`config.mk`:
```
export PLATFORM = sky130hd
export DESIGN_NAME = hrc_reset_ctrl
export DESIGN_NICKNAME = d
export VERILOG_FILES = /design/src/rtl/hrc_pkg.sv /design/src/rtl/hrc_low_filter.sv /design/src/rtl/hrc_reset_ctrl.sv
export VERILOG_INCLUDE_DIRS = /design/src /design/src/rtl
export SDC_FILE = /design/constraint.sdc
export NUM_CORES = 1
export LEC_CHECK = 0
export ABC_AREA = 1
export BUFFER_PORTS_ARGS = -buffer_cell sky130_fd_sc_hd__buf_4
export CAP_MARGIN = 20
export CORE_MARGIN = 2
export CORE_UTILIZATION = 30
export DETAILED_ROUTE_END_ITERATION = 10
export RECOVER_POWER = 50
export SLEW_MARGIN = 10
export SYNTH_ARGS = -nofsm -noshare
export SYNTH_HDL_FRONTEND = slang
export SYNTH_HIERARCHICAL = 1
export SYNTH_SLANG_ARGS = --single-unit
```
`constraint.sdc`:
```
create_clock -name core_clk_in -period 2.72 [get_ports core_clk_in]
set_clock_uncertainty 0.2 [all_clocks]
set_input_delay 0.272 -clock core_clk_in [delete_from_list [all_inputs] [get_ports core_clk_in]]
set_output_delay 0.272 -clock core_clk_in [all_outputs]
set_load 0.1 [all_outputs]
```
`src/rtl/hrc_defines.svh`:
```
// Constants for the hardware reset pin state control block.
`ifndef HRC_DEFINES_SVH
`define HRC_DEFINES_SVH
`define HRC_MIN_LOW_CYCLES 20
`define HRC_CNT_W 5
`define HRC_VEC_W 20
`define HRC_RESET_VECTOR 20'hFFFFC
`define HRC_BCLK_DIV 2
`endif

```
`src/rtl/hrc_pkg.sv`:
```
// Types for the hardware reset pin state control block.
package hrc_pkg;
  typedef enum logic [1:0]
  {
    HRC_RUN,
    HRC_HOLD,
    HRC_FETCH
  } hrc_state_t;
  // One pin group: output value, output enable (low drives), pull-up on.
  typedef struct packed
  {
    logic [7:0] out;
    logic [7:0] oe_n;
    logic [7:0] pull;
  } hrc_pins_t;
  // Bus strobes: value and enable, enable low while driven.
  typedef struct packed
  {
    logic first_chip_select;
    logic wr;
    logic rd;
    logic ale;
    logic bclk;
    logic high_byte_enable;
    logic bus_release_acknowledge;
  } hrc_strobe_t;
endpackage : hrc_pkg

```
`src/rtl/hrc_low_filter.sv`:
```
// Reset pin qualifier: synchroniser plus consecutive low counter.
`timescale 1ns/1ps
`include "hrc_defines.svh"
module hrc_low_filter #(
  parameter int MIN_LOW = `HRC_MIN_LOW_CYCLES
)(
  input wire logic core_clk_in,
  input wire logic rst_n_in,
  input wire logic pin_in,
  output logic qualified_out
);
  localparam int CW = $clog2(MIN_LOW + 1);
  logic sync1_r;
  logic sync2_r;
  logic [CW-1:0] cnt_r;
  // A zero threshold would let any glitch reset the device.
  if (MIN_LOW < 1)
  begin : g_bad_min_low
    $error("MIN_LOW must be at least one");
  end
  // ==========================================================
  // Synchroniser.
  always_ff @(posedge core_clk_in or negedge rst_n_in)
  begin
    if (!rst_n_in)
    begin
      sync1_r <= 1'h1;
      sync2_r <= 1'h1;
    end
    else
    begin
      sync1_r <= pin_in;
      sync2_r <= sync1_r;
    end
  end
  // ==========================================================
  // Count consecutive low samples; a high sample restarts the count.
  always_ff @(posedge core_clk_in or negedge rst_n_in)
  begin
    if (!rst_n_in)
      cnt_r <= '0;
    else if (sync2_r)
      cnt_r <= '0;
    else if (cnt_r != CW'(MIN_LOW))
      cnt_r <= cnt_r + CW'(1);
  end
  assign qualified_out = (cnt_r == CW'(MIN_LOW));
  // The count lags the synchroniser by one edge, so look one sample back.
  a_qual_needs_low: assert property (@(posedge core_clk_in)
    disable iff (!rst_n_in) qualified_out |-> $past(!sync2_r))
    else $error("reset qualified without a low sample");
endmodule : hrc_low_filter

```
`src/rtl/hrc_reset_ctrl.sv`:
```
// Reset qualifier, restart sequencer and pin states held during reset.
// Functional notes
// - On release, leave reset and fetch from the reset vector address.
// - Software reset behaves exactly like a hardware reset.
// - Reset aborts an in-flight RAM write; RAM is never initialised.
// - Single-chip mode in reset: all port pins floating inputs.
// - Processor mode: data pins float, address pins drive undefined values.
// - Processor mode: chip select, write, read strobes driven high.
// - Processor mode: latch enable low, bus clock runs, byte enable undefined.
// - Hold request and ready float; in processor mode acknowledge follows hold request.
// - Processor mode: upper three address/select pins float with pull-ups.
`timescale 1ns/1ps
`include "hrc_defines.svh"
module hrc_reset_ctrl #(
  parameter int MIN_LOW = `HRC_MIN_LOW_CYCLES,
  parameter int BCLK_DIV = `HRC_BCLK_DIV
)(
  input wire logic core_clk_in,
  input wire logic rst_n_in,
  input wire logic reset_pin_n_in,
  input wire logic sw_reset_in,
  input wire logic processor_mode_strap_in,
  input wire logic bus_width_8_in,
  input wire logic hold_request_in,
  input wire logic cpu_ram_we_in,
  input wire logic [`HRC_VEC_W-1:0] reset_vector_in,
  input wire logic fetch_ack_in,
  output logic cpu_reset_out,
  output logic ram_we_out,
  output logic fetch_req_out,
  output logic [`HRC_VEC_W-1:0] fetch_addr_out,
  output logic pin_override_out,
  output hrc_pkg::hrc_pins_t data_lo_out,
  output hrc_pkg::hrc_pins_t data_hi_out,
  output hrc_pkg::hrc_pins_t addr_lo_out,
  output hrc_pkg::hrc_pins_t addr_hi_out,
  output hrc_pkg::hrc_pins_t addr_top_out,
  output hrc_pkg::hrc_pins_t gen_port_out,
  output hrc_pkg::hrc_strobe_t strobe_out,
  output hrc_pkg::hrc_strobe_t strobe_oe_n_out
);
  localparam int DW = $clog2(BCLK_DIV + 1);
  hrc_pkg::hrc_state_t state_r;
  logic hw_low;
  logic sw_req_r;
  logic in_reset;
  logic bclk_r;
  logic [DW-1:0] div_r;
  logic mproc_r;
  logic byte8_r;
  logic [`HRC_VEC_W-1:0] addr_r;
  if (BCLK_DIV < 1)
  begin : g_bad_div
    $error("BCLK_DIV must be at least one");
  end

  // ==========================================================
  // Qualification of the reset pin.
  hrc_low_filter #(
    .MIN_LOW(MIN_LOW)
  ) u_filter (
    .core_clk_in(core_clk_in),
    .rst_n_in(rst_n_in),
    .pin_in(reset_pin_n_in),
    .qualified_out(hw_low)
  );

  // ==========================================================
  // Sequencer. Software reset enters the same HOLD state as the pin,
  // so the internal state after either is identical.
  always_ff @(posedge core_clk_in or negedge rst_n_in)
  begin
    if (!rst_n_in)
      sw_req_r <= 1'h0;
    else
      sw_req_r <= sw_reset_in && (state_r == hrc_pkg::HRC_RUN);
  end

  always_ff @(posedge core_clk_in or negedge rst_n_in)
  begin
    if (!rst_n_in)
      state_r <= hrc_pkg::HRC_HOLD;
    else
    begin
      case (state_r)
        hrc_pkg::HRC_RUN:
          if (hw_low || sw_req_r)
            state_r <= hrc_pkg::HRC_HOLD;
        hrc_pkg::HRC_HOLD:
          if (!hw_low)
            state_r <= hrc_pkg::HRC_FETCH;
        hrc_pkg::HRC_FETCH:
          if (hw_low)
            state_r <= hrc_pkg::HRC_HOLD;
          else if (fetch_ack_in)
            state_r <= hrc_pkg::HRC_RUN;
        default:
          state_r <= hrc_pkg::HRC_HOLD;
      endcase
    end
  end

  assign in_reset = (state_r == hrc_pkg::HRC_HOLD);
  assign cpu_reset_out = (state_r != hrc_pkg::HRC_RUN);
  assign fetch_req_out = (state_r == hrc_pkg::HRC_FETCH);
  // The write is cut at once; the cell may keep a partial value.
  assign ram_we_out = cpu_ram_we_in && !hw_low && !cpu_reset_out;
  assign pin_override_out = in_reset;

  // ==========================================================
  // Vector address latched while reset is held.
  always_ff @(posedge core_clk_in or negedge rst_n_in)
  begin
    if (!rst_n_in)
      addr_r <= `HRC_RESET_VECTOR;
    else if (in_reset)
      addr_r <= reset_vector_in;
  end
  assign fetch_addr_out = addr_r;

  // ==========================================================
  // Straps followed every cycle while in reset.
  always_ff @(posedge core_clk_in or negedge rst_n_in)
  begin
    if (!rst_n_in)
    begin
      mproc_r <= 1'h0;
      byte8_r <= 1'h0;
    end
    else if (in_reset)
    begin
      mproc_r <= processor_mode_strap_in;
      byte8_r <= bus_width_8_in;
    end
  end

  // ==========================================================
  // Bus clock divider; keeps running through reset.
  always_ff @(posedge core_clk_in or negedge rst_n_in)
  begin
    if (!rst_n_in)
    begin
      div_r <= '0;
      bclk_r <= 1'h0;
    end
    else if (div_r == DW'(BCLK_DIV - 1))
    begin
      div_r <= '0;
      bclk_r <= !bclk_r;
    end
    else
      div_r <= div_r + DW'(1);
  end

  // ==========================================================
  // Pin states during reset. Undefined outputs are driven as zero.
  localparam hrc_pkg::hrc_pins_t FLOAT = '{8'h00, 8'hFF, 8'h00};
  localparam hrc_pkg::hrc_pins_t DRIVE0 = '{8'h00, 8'h00, 8'h00};
  always_comb
  begin
    data_lo_out = FLOAT;
    data_hi_out = FLOAT;
    addr_lo_out = FLOAT;
    addr_hi_out = FLOAT;
    addr_top_out = FLOAT;
    gen_port_out = FLOAT;
    strobe_out = '0;
    strobe_oe_n_out = '1;
    if (in_reset && mproc_r)
    begin
      addr_lo_out = DRIVE0;
      addr_hi_out = DRIVE0;
      addr_top_out = '{8'h00, 8'hF0, 8'hE0};
      strobe_out.first_chip_select = 1'h1;
      strobe_out.wr = 1'h1;
      strobe_out.rd = 1'h1;
      strobe_out.ale = 1'h0;
      strobe_out.bclk = bclk_r;
      strobe_out.high_byte_enable = 1'h0;
      strobe_out.bus_release_acknowledge = hold_request_in;
      strobe_oe_n_out = '0;
    end
  end

  a_cs_high: assert property (@(posedge core_clk_in)
    disable iff (!rst_n_in) (in_reset && mproc_r) |->
    (strobe_out.first_chip_select && strobe_out.wr && strobe_out.rd
    && !strobe_oe_n_out.rd))
    else $error("bus strobes not held high during reset");
  a_single_float: assert property (@(posedge core_clk_in)
    disable iff (!rst_n_in) (in_reset && !mproc_r) |->
    (&addr_lo_out.oe_n && &data_lo_out.oe_n && &strobe_oe_n_out))
    else $error("single-chip pins not floating during reset");
  a_ale_low: assert property (@(posedge core_clk_in)
    disable iff (!rst_n_in) (in_reset && mproc_r) |->
    (!strobe_out.ale && !strobe_oe_n_out.ale))
    else $error("latch enable not driven low during reset");
  a_ack_follows: assert property (@(posedge core_clk_in)
    disable iff (!rst_n_in) (in_reset && mproc_r) |->
    (strobe_out.bus_release_acknowledge == hold_request_in))
    else $error("hold acknowledge does not follow hold request");
  a_pullup_top: assert property (@(posedge core_clk_in)
    disable iff (!rst_n_in) (in_reset && mproc_r) |->
    (addr_top_out.pull[7:5] == 3'h7 && addr_top_out.oe_n[7:5] == 3'h7))
    else $error("upper select pins lack pull-ups during reset");
  a_addr_driven: assert property (@(posedge core_clk_in)
    disable iff (!rst_n_in) (in_reset && mproc_r) |->
    (addr_lo_out.oe_n == 8'h00 && data_hi_out.oe_n == 8'hFF))
    else $error("address pins not driven during reset");
  // On the narrow bus the high data byte is a plain input, still floating.
  a_data_hi_float: assert property (@(posedge core_clk_in)
    disable iff (!rst_n_in) (in_reset && mproc_r && byte8_r) |->
    (data_hi_out.oe_n == 8'hFF && data_lo_out.oe_n == 8'hFF))
    else $error("data pins not floating on the narrow bus");
  a_release_fetch: assert property (@(posedge core_clk_in)
    disable iff (!rst_n_in) (in_reset && !hw_low) |=>
    (fetch_req_out && fetch_addr_out == $past(reset_vector_in)))
    else $error("release did not fetch from the reset vector");
  // A held request re-arms the flag once; only its first cycle counts.
  a_sw_like_hw: assert property (@(posedge core_clk_in)
    disable iff (!rst_n_in) (state_r == hrc_pkg::HRC_RUN && sw_reset_in
    && !sw_req_r && !hw_low) |-> ##2 in_reset)
    else $error("software reset did not enter the hold state");
  a_ram_cut: assert property (@(posedge core_clk_in)
    disable iff (!rst_n_in) cpu_reset_out |-> !ram_we_out)
    else $error("RAM write passed during reset");
  a_strap_track: assert property (@(posedge core_clk_in)
    disable iff (!rst_n_in) (in_reset ##1 in_reset) |->
    (mproc_r == $past(processor_mode_strap_in)
    && byte8_r == $past(bus_width_8_in)))
    else $error("straps not followed during reset");
  c_hw_reset: cover property (@(posedge core_clk_in)
    disable iff (!rst_n_in) $rose(hw_low));
  c_sw_reset: cover property (@(posedge core_clk_in)
    disable iff (!rst_n_in) sw_req_r);
  c_fetch: cover property (@(posedge core_clk_in)
    disable iff (!rst_n_in) fetch_req_out && fetch_ack_in);
  c_mproc: cover property (@(posedge core_clk_in)
    disable iff (!rst_n_in) in_reset && mproc_r);
endmodule : hrc_reset_ctrl

```
# Word-level counts from Yosys, hierarchy flattened
# Cells that the tools add are included.
[totals]
ff_bits = 34
latchBits = 0
mem_bits_rw = 0
mem_bits_ro = 0
inputBits = 29
memories = 0
[classes]
addsub = 2
mul = 0
n_div = 0
magnitude_cmp = 0
n_eq_ne = 8
n_shift = 0
mux = 12
n_bitwise = 0
reduce_logical = 12
[op_table]
columns = ["cell", "n"]
rows = [
  ["2-to-1 mux 16 bit", 1],
  ["2-to-1 mux 7 bit", 2],
  ["2-to-1 mux 12 bit", 1],
  ["2-to-1 mux 2 bit", 5],
  ["2-to-1 mux 5 bit", 2],
  ["case mux 2 bit (3 select lines)", 1],
  ["adder 5 x 1 -> 5 bit (second input constant)", 1],
  ["== test 5 bit (second input constant)", 1],
  ["inequality test 5 bit (second input constant)", 1],
  ["== test 2 x 1 -> 1 bit (second input constant)", 2],
  ["logical AND 1 bit", 4],
  ["nonzero test 2 bit", 2],
  ["logical NOT 1 bit", 3],
  ["inequality test 3 x 2 -> 1 bit (second input constant)", 1],
  ["AND reduction 3 bit", 1],
  ["adder 2 x 1 -> 2 bit (second input constant)", 1],
  ["== test 2 bit (second input constant)", 1],
  ["logical NOT 2 bit", 1],
  ["inequality test 2 x 1 -> 1 bit (second input constant)", 1],
  ["inequality test 2 bit (second input constant)", 1],
  ["logical OR 1 bit", 1],
]

# Logic depth before layout (Yosys ltp)
[logic_depth]
word_depth = 4
mapped_depth = 8
depth_no_buf = 8

# Modules after synthesis
# The synthesis kept the hierarchy.
[modules_own_cells]
columns = ["mod", "n_inst", "cells_per_inst", "area_per_inst_um2", "seq_area_each_um2"]
rows = [
  ["hrc_reset_ctrl", 1, 282, 2285.9, 699.4],
  ["hrc_low_filter", 1, 40, 375.4, 177.7],
]

# Worst setup path after synthesis
# OpenSTA, ideal clock, no wires.
[synth_path]
path_type = "register to output"
start = "register state_r[0]"
end = "output strobe_out[0] (netlist name)"
arrival_ps = 3534
t_required_ps = 2248
slack_ps = -1286
path_stages_with_launch = 5
path_buffers = 0
path_cell_list = "dfstp_2 > nand2_4 > nor2_4 > inv_1 > nor2_1"
[synth_lines]
columns = ["item", "line_no", "rtl"]
rows = [
  ["start, declared", "hrc_reset_ctrl.sv:43", "hrc_pkg::hrc_state_t state_r;"],
  ["start signal, assigned", "hrc_reset_ctrl.sv:82", "state_r <= hrc_pkg::HRC_HOLD;"],
  ["start signal, assigned", "hrc_reset_ctrl.sv:88", "state_r <= hrc_pkg::HRC_HOLD;"],
  ["start signal, assigned", "hrc_reset_ctrl.sv:91", "state_r <= hrc_pkg::HRC_FETCH;"],
  ["end, declared", "hrc_reset_ctrl.sv:39", "output hrc_pkg::hrc_strobe_t strobe_out,"],
]

==> run_results.csv <==
group,metric,value,unit
outcome,status,"finished with violations",
outcome,violations,"max-capacitance violations, max-slew violations",
finish,final_core_utilization,0.3495,
clocking,cts-resized-gates,0,
floorplan,die_area,0.009640,mm²
clocking,cts_tree,"done",
logic_synthesis,netlist_area,0.002661,mm²
route,drc,0,
route,postRouteWirelength,4627,µm
grt,gr-usage-met1,0.09292,
route,dr.pass1.iters,4,
sta,finalCritPeriodShare,0.9079,
sta,slew_headroom,-0.1827,
logic_synthesis,ys_top_cells_by_count,"156 x buf_4, 73 x nand2_1, 21 x dfstp_2",
logic_synthesis,synth-seq-cells,34,
placed_design,dp_slack,0.3776,ns
finish,area_growth,13.96,%
logic_synthesis,synth_edf_count,0,
placed_design,portBuffers,86,
logic_synthesis,ys_warn_count,6,
placed_design,dp_hpwl,3276,µm
sta,clock.fmax,404.9,MHz
route,vias,1761,
route,drt-initial-drc-count,20,
grt,grt_overflow,0,
logic_synthesis,syn_avg_cell_area,8.265,µm²
clocking,path_clk_slew,0.07,ns
clocking,cts_sinks,34,
clocking,post_cts_buffers,0,
finish,final_nets,435,
logic_synthesis,synth_top_area_cell,"buf_4",
grt,met3_usage,0.02291,
logic_synthesis,synthesis.instances,322,
logic_synthesis,synth_cell_type_count,23,
sta,tightest_slew,1.774,ns
grt,use_met2,0.1733,
grt,grt_pass1_vias,1538,
worst_setup_path,path_max_fanout,14,
sta,rsz0062_at_grt,"false",
placed_design,dp_cells,479,
logic_synthesis,synth_area_leaders,"buf_4 44%, dfstp_2 21%, dfrtp_1 12%, nand2_1 10%, inv_1 2.1%",
worst_setup_path,cp.arrival,2.00,ns
finish,layout-drive-gt1-share,0.3062,
clocking,root_buffer,"clkbuf_8",
sta,drv_slew,35,
finish,antenna_cells,0,
floorplan,die_h,98.19,µm
finish,final_area,0.003033,mm²
sta,final-hold-violation-count,0,
grt,grt_max_degree,35,
placed_design,placed_area,0.002720,mm²
sta,postLayoutSetupSlackWorst,0.2505,ns
worst_setup_path,crit_type,"flop to primary output",
worst_setup_path,cp_data_required_time,2.25,ns
hold_path,hold_class,"flop to flop",
floorplan,num_io_pins,211,
floorplan,initial_core_util,0.3067,
logic_synthesis,yosysSeqAreaShare,0.3296,
floorplan,rows,34,
floorplan,fp.dieW,98.19,µm
grt,grt_busiest_layer,"met2",
route,viasPerCell,3.433,
floorplan,core,0.008678,mm²
route,ant_nets,0,
clocking,clock_path_buffers,2,
grt,grt_pass1_wl,7031,µm
sta,setup_viol,0,
logic_synthesis,netlist.area_leader.share,0.4401,
finish,layoutNonFillerInstCount,513,
worst_setup_path,worstSetupStartpointType,"flop",
logic_synthesis,yosysMostFrequentCell,"buf_4",
clocking,cts_inserted_buffers,5,
logic_synthesis,async_flop_share,1.000,
clocking,clock_latency,0.27,ns
clocking,htree_num_levels,2,
placed_design,gp_congestion,0.7208,
grt,antenna_found_initial,0,
job,drv_cap,1,
logic_synthesis,ys.flop_type,"dfstp_2",
sta,min_period,2.470,ns
grt,grt_use_total,0.08882,
worst_setup_path,end_kind,"primary output",
route,drt-wirelength-per-cell,9.019,µm
through the flow:
stage	TNS (ns)	hold WS [ns]
2_1_floorplan	-12.14	-0.2236
3_3_place_gp	0	0.04380
5_1_grt	0	0.1700
4_1_cts	0	0.1630
3_5_place_dp	0	0.05172
6_report	0	0.1614
cell families after synthesis:
logic type / count (synthesis) / synth area share
adders and majority gates: 2 / 0.009401
other: 2 / 0.002822
xor gates and xnor gates: 2 / 0.006583
DFF: 34 / 0.3296
and+or+nand+nor: 99 / 0.1598
AOI/OAI and AO/OA: 4 / 0.009875
buffers and inverters: 179 / 0.4819
layout by cell type, fill, tap and decap left out, types with 2 or more instances in the layout:
| cell type | netlist | routed |
|---|---|---|
| buf_4 | 156 | 79 |
| clkbuf_1 | 0 | 8 |
| clkbuf_8 | 0 | 6 |
| conb_1 | 2 | 123 |
| dfrtp_1 | 13 | 13 |
| dfstp_2 | 21 | 21 |
| dlygate4sd3_1 | 0 | 25 |
| ha_1 | 2 | 2 |
| inv_1 | 15 | 14 |
| inv_2 | 4 | 3 |
| nand2_1 | 73 | 74 |
| nand3_1 | 8 | 9 |
| nand4_1 | 2 | 2 |
| nor2_1 | 8 | 5 |
| nor2_2 | 2 | 3 |
| nor2_4 | 2 | 4 |
| o21ai_0 | 2 | 2 |
critical path, cell delays in order (launching register included):
cell	delay [ns]
dfstp_2	0.57
nand2_4	0.07
nor2_4	0.24
clkinvlp_2	0.45
buf_4	0.39
layout make-up:
| cell class | count | area (µm²) |
|---|---|---|
| Timing Repair Buffer | 112 | 877.1 |
| Inverter | 20 | 81.33 |
| Tap cell | 108 | 135.1 |
| Clock inverter | 1 | 5.005 |
| Clock buffer | 7 | 86.33 |
| Multi-Input combinational cell | 230 | 965.9 |
| Fill cell | 884 | 5645 |
| Timing Repair inverter | 1 | 5.005 |
| Sequential cell | 34 | 877.1 |
worst paths after layout:
path | startpoint | slack (ns) | depth (start not counted) | end
max | state_r[0] | 0.25 | 4 | strobe_oe_n_out[1]
min | u_filter/sync1_r | 0.16 | 0 | u_filter/sync2_r
max reg2reg | state_r[0] | 1.19 | 4 | mproc_r
min reg2reg | u_filter/sync1_r | 0.16 | 0 | u_filter/sync2_r
max in group asynchronous | rst_n_in | 0.49 | 2 | div_r[1]
min in group asynchronous | rst_n_in | 0.81 | 2 | fetch_addr_out[0]
layer usage:
metal / share of wire / wire length, µm
met5: 0 / 0
met4: 0.011 / 51
met3: 0.097 / 449
met1: 0.36 / 1653
met2: 0.53 / 2472
state kept, by name, summed over array words and instances (netlist names):
signal            cells
state_r               2
mproc_r               1
u_filter/cnt_r        5
u_filter/sync2_r      1
bclk_r                1
div_r                 2
u_filter/sync1_r      1
sw_req_r              1
fetch_addr_out       20
repair_timing:
item / CTS / global route
hold endpoints to repair: 37 / 0
hold buffers: 25 / 0
endpoints found under the setup margin: 0 / 2
Power is not shown: default switching activity piles up to over one toggle a cycle in this logic, so the estimate is an artifact.
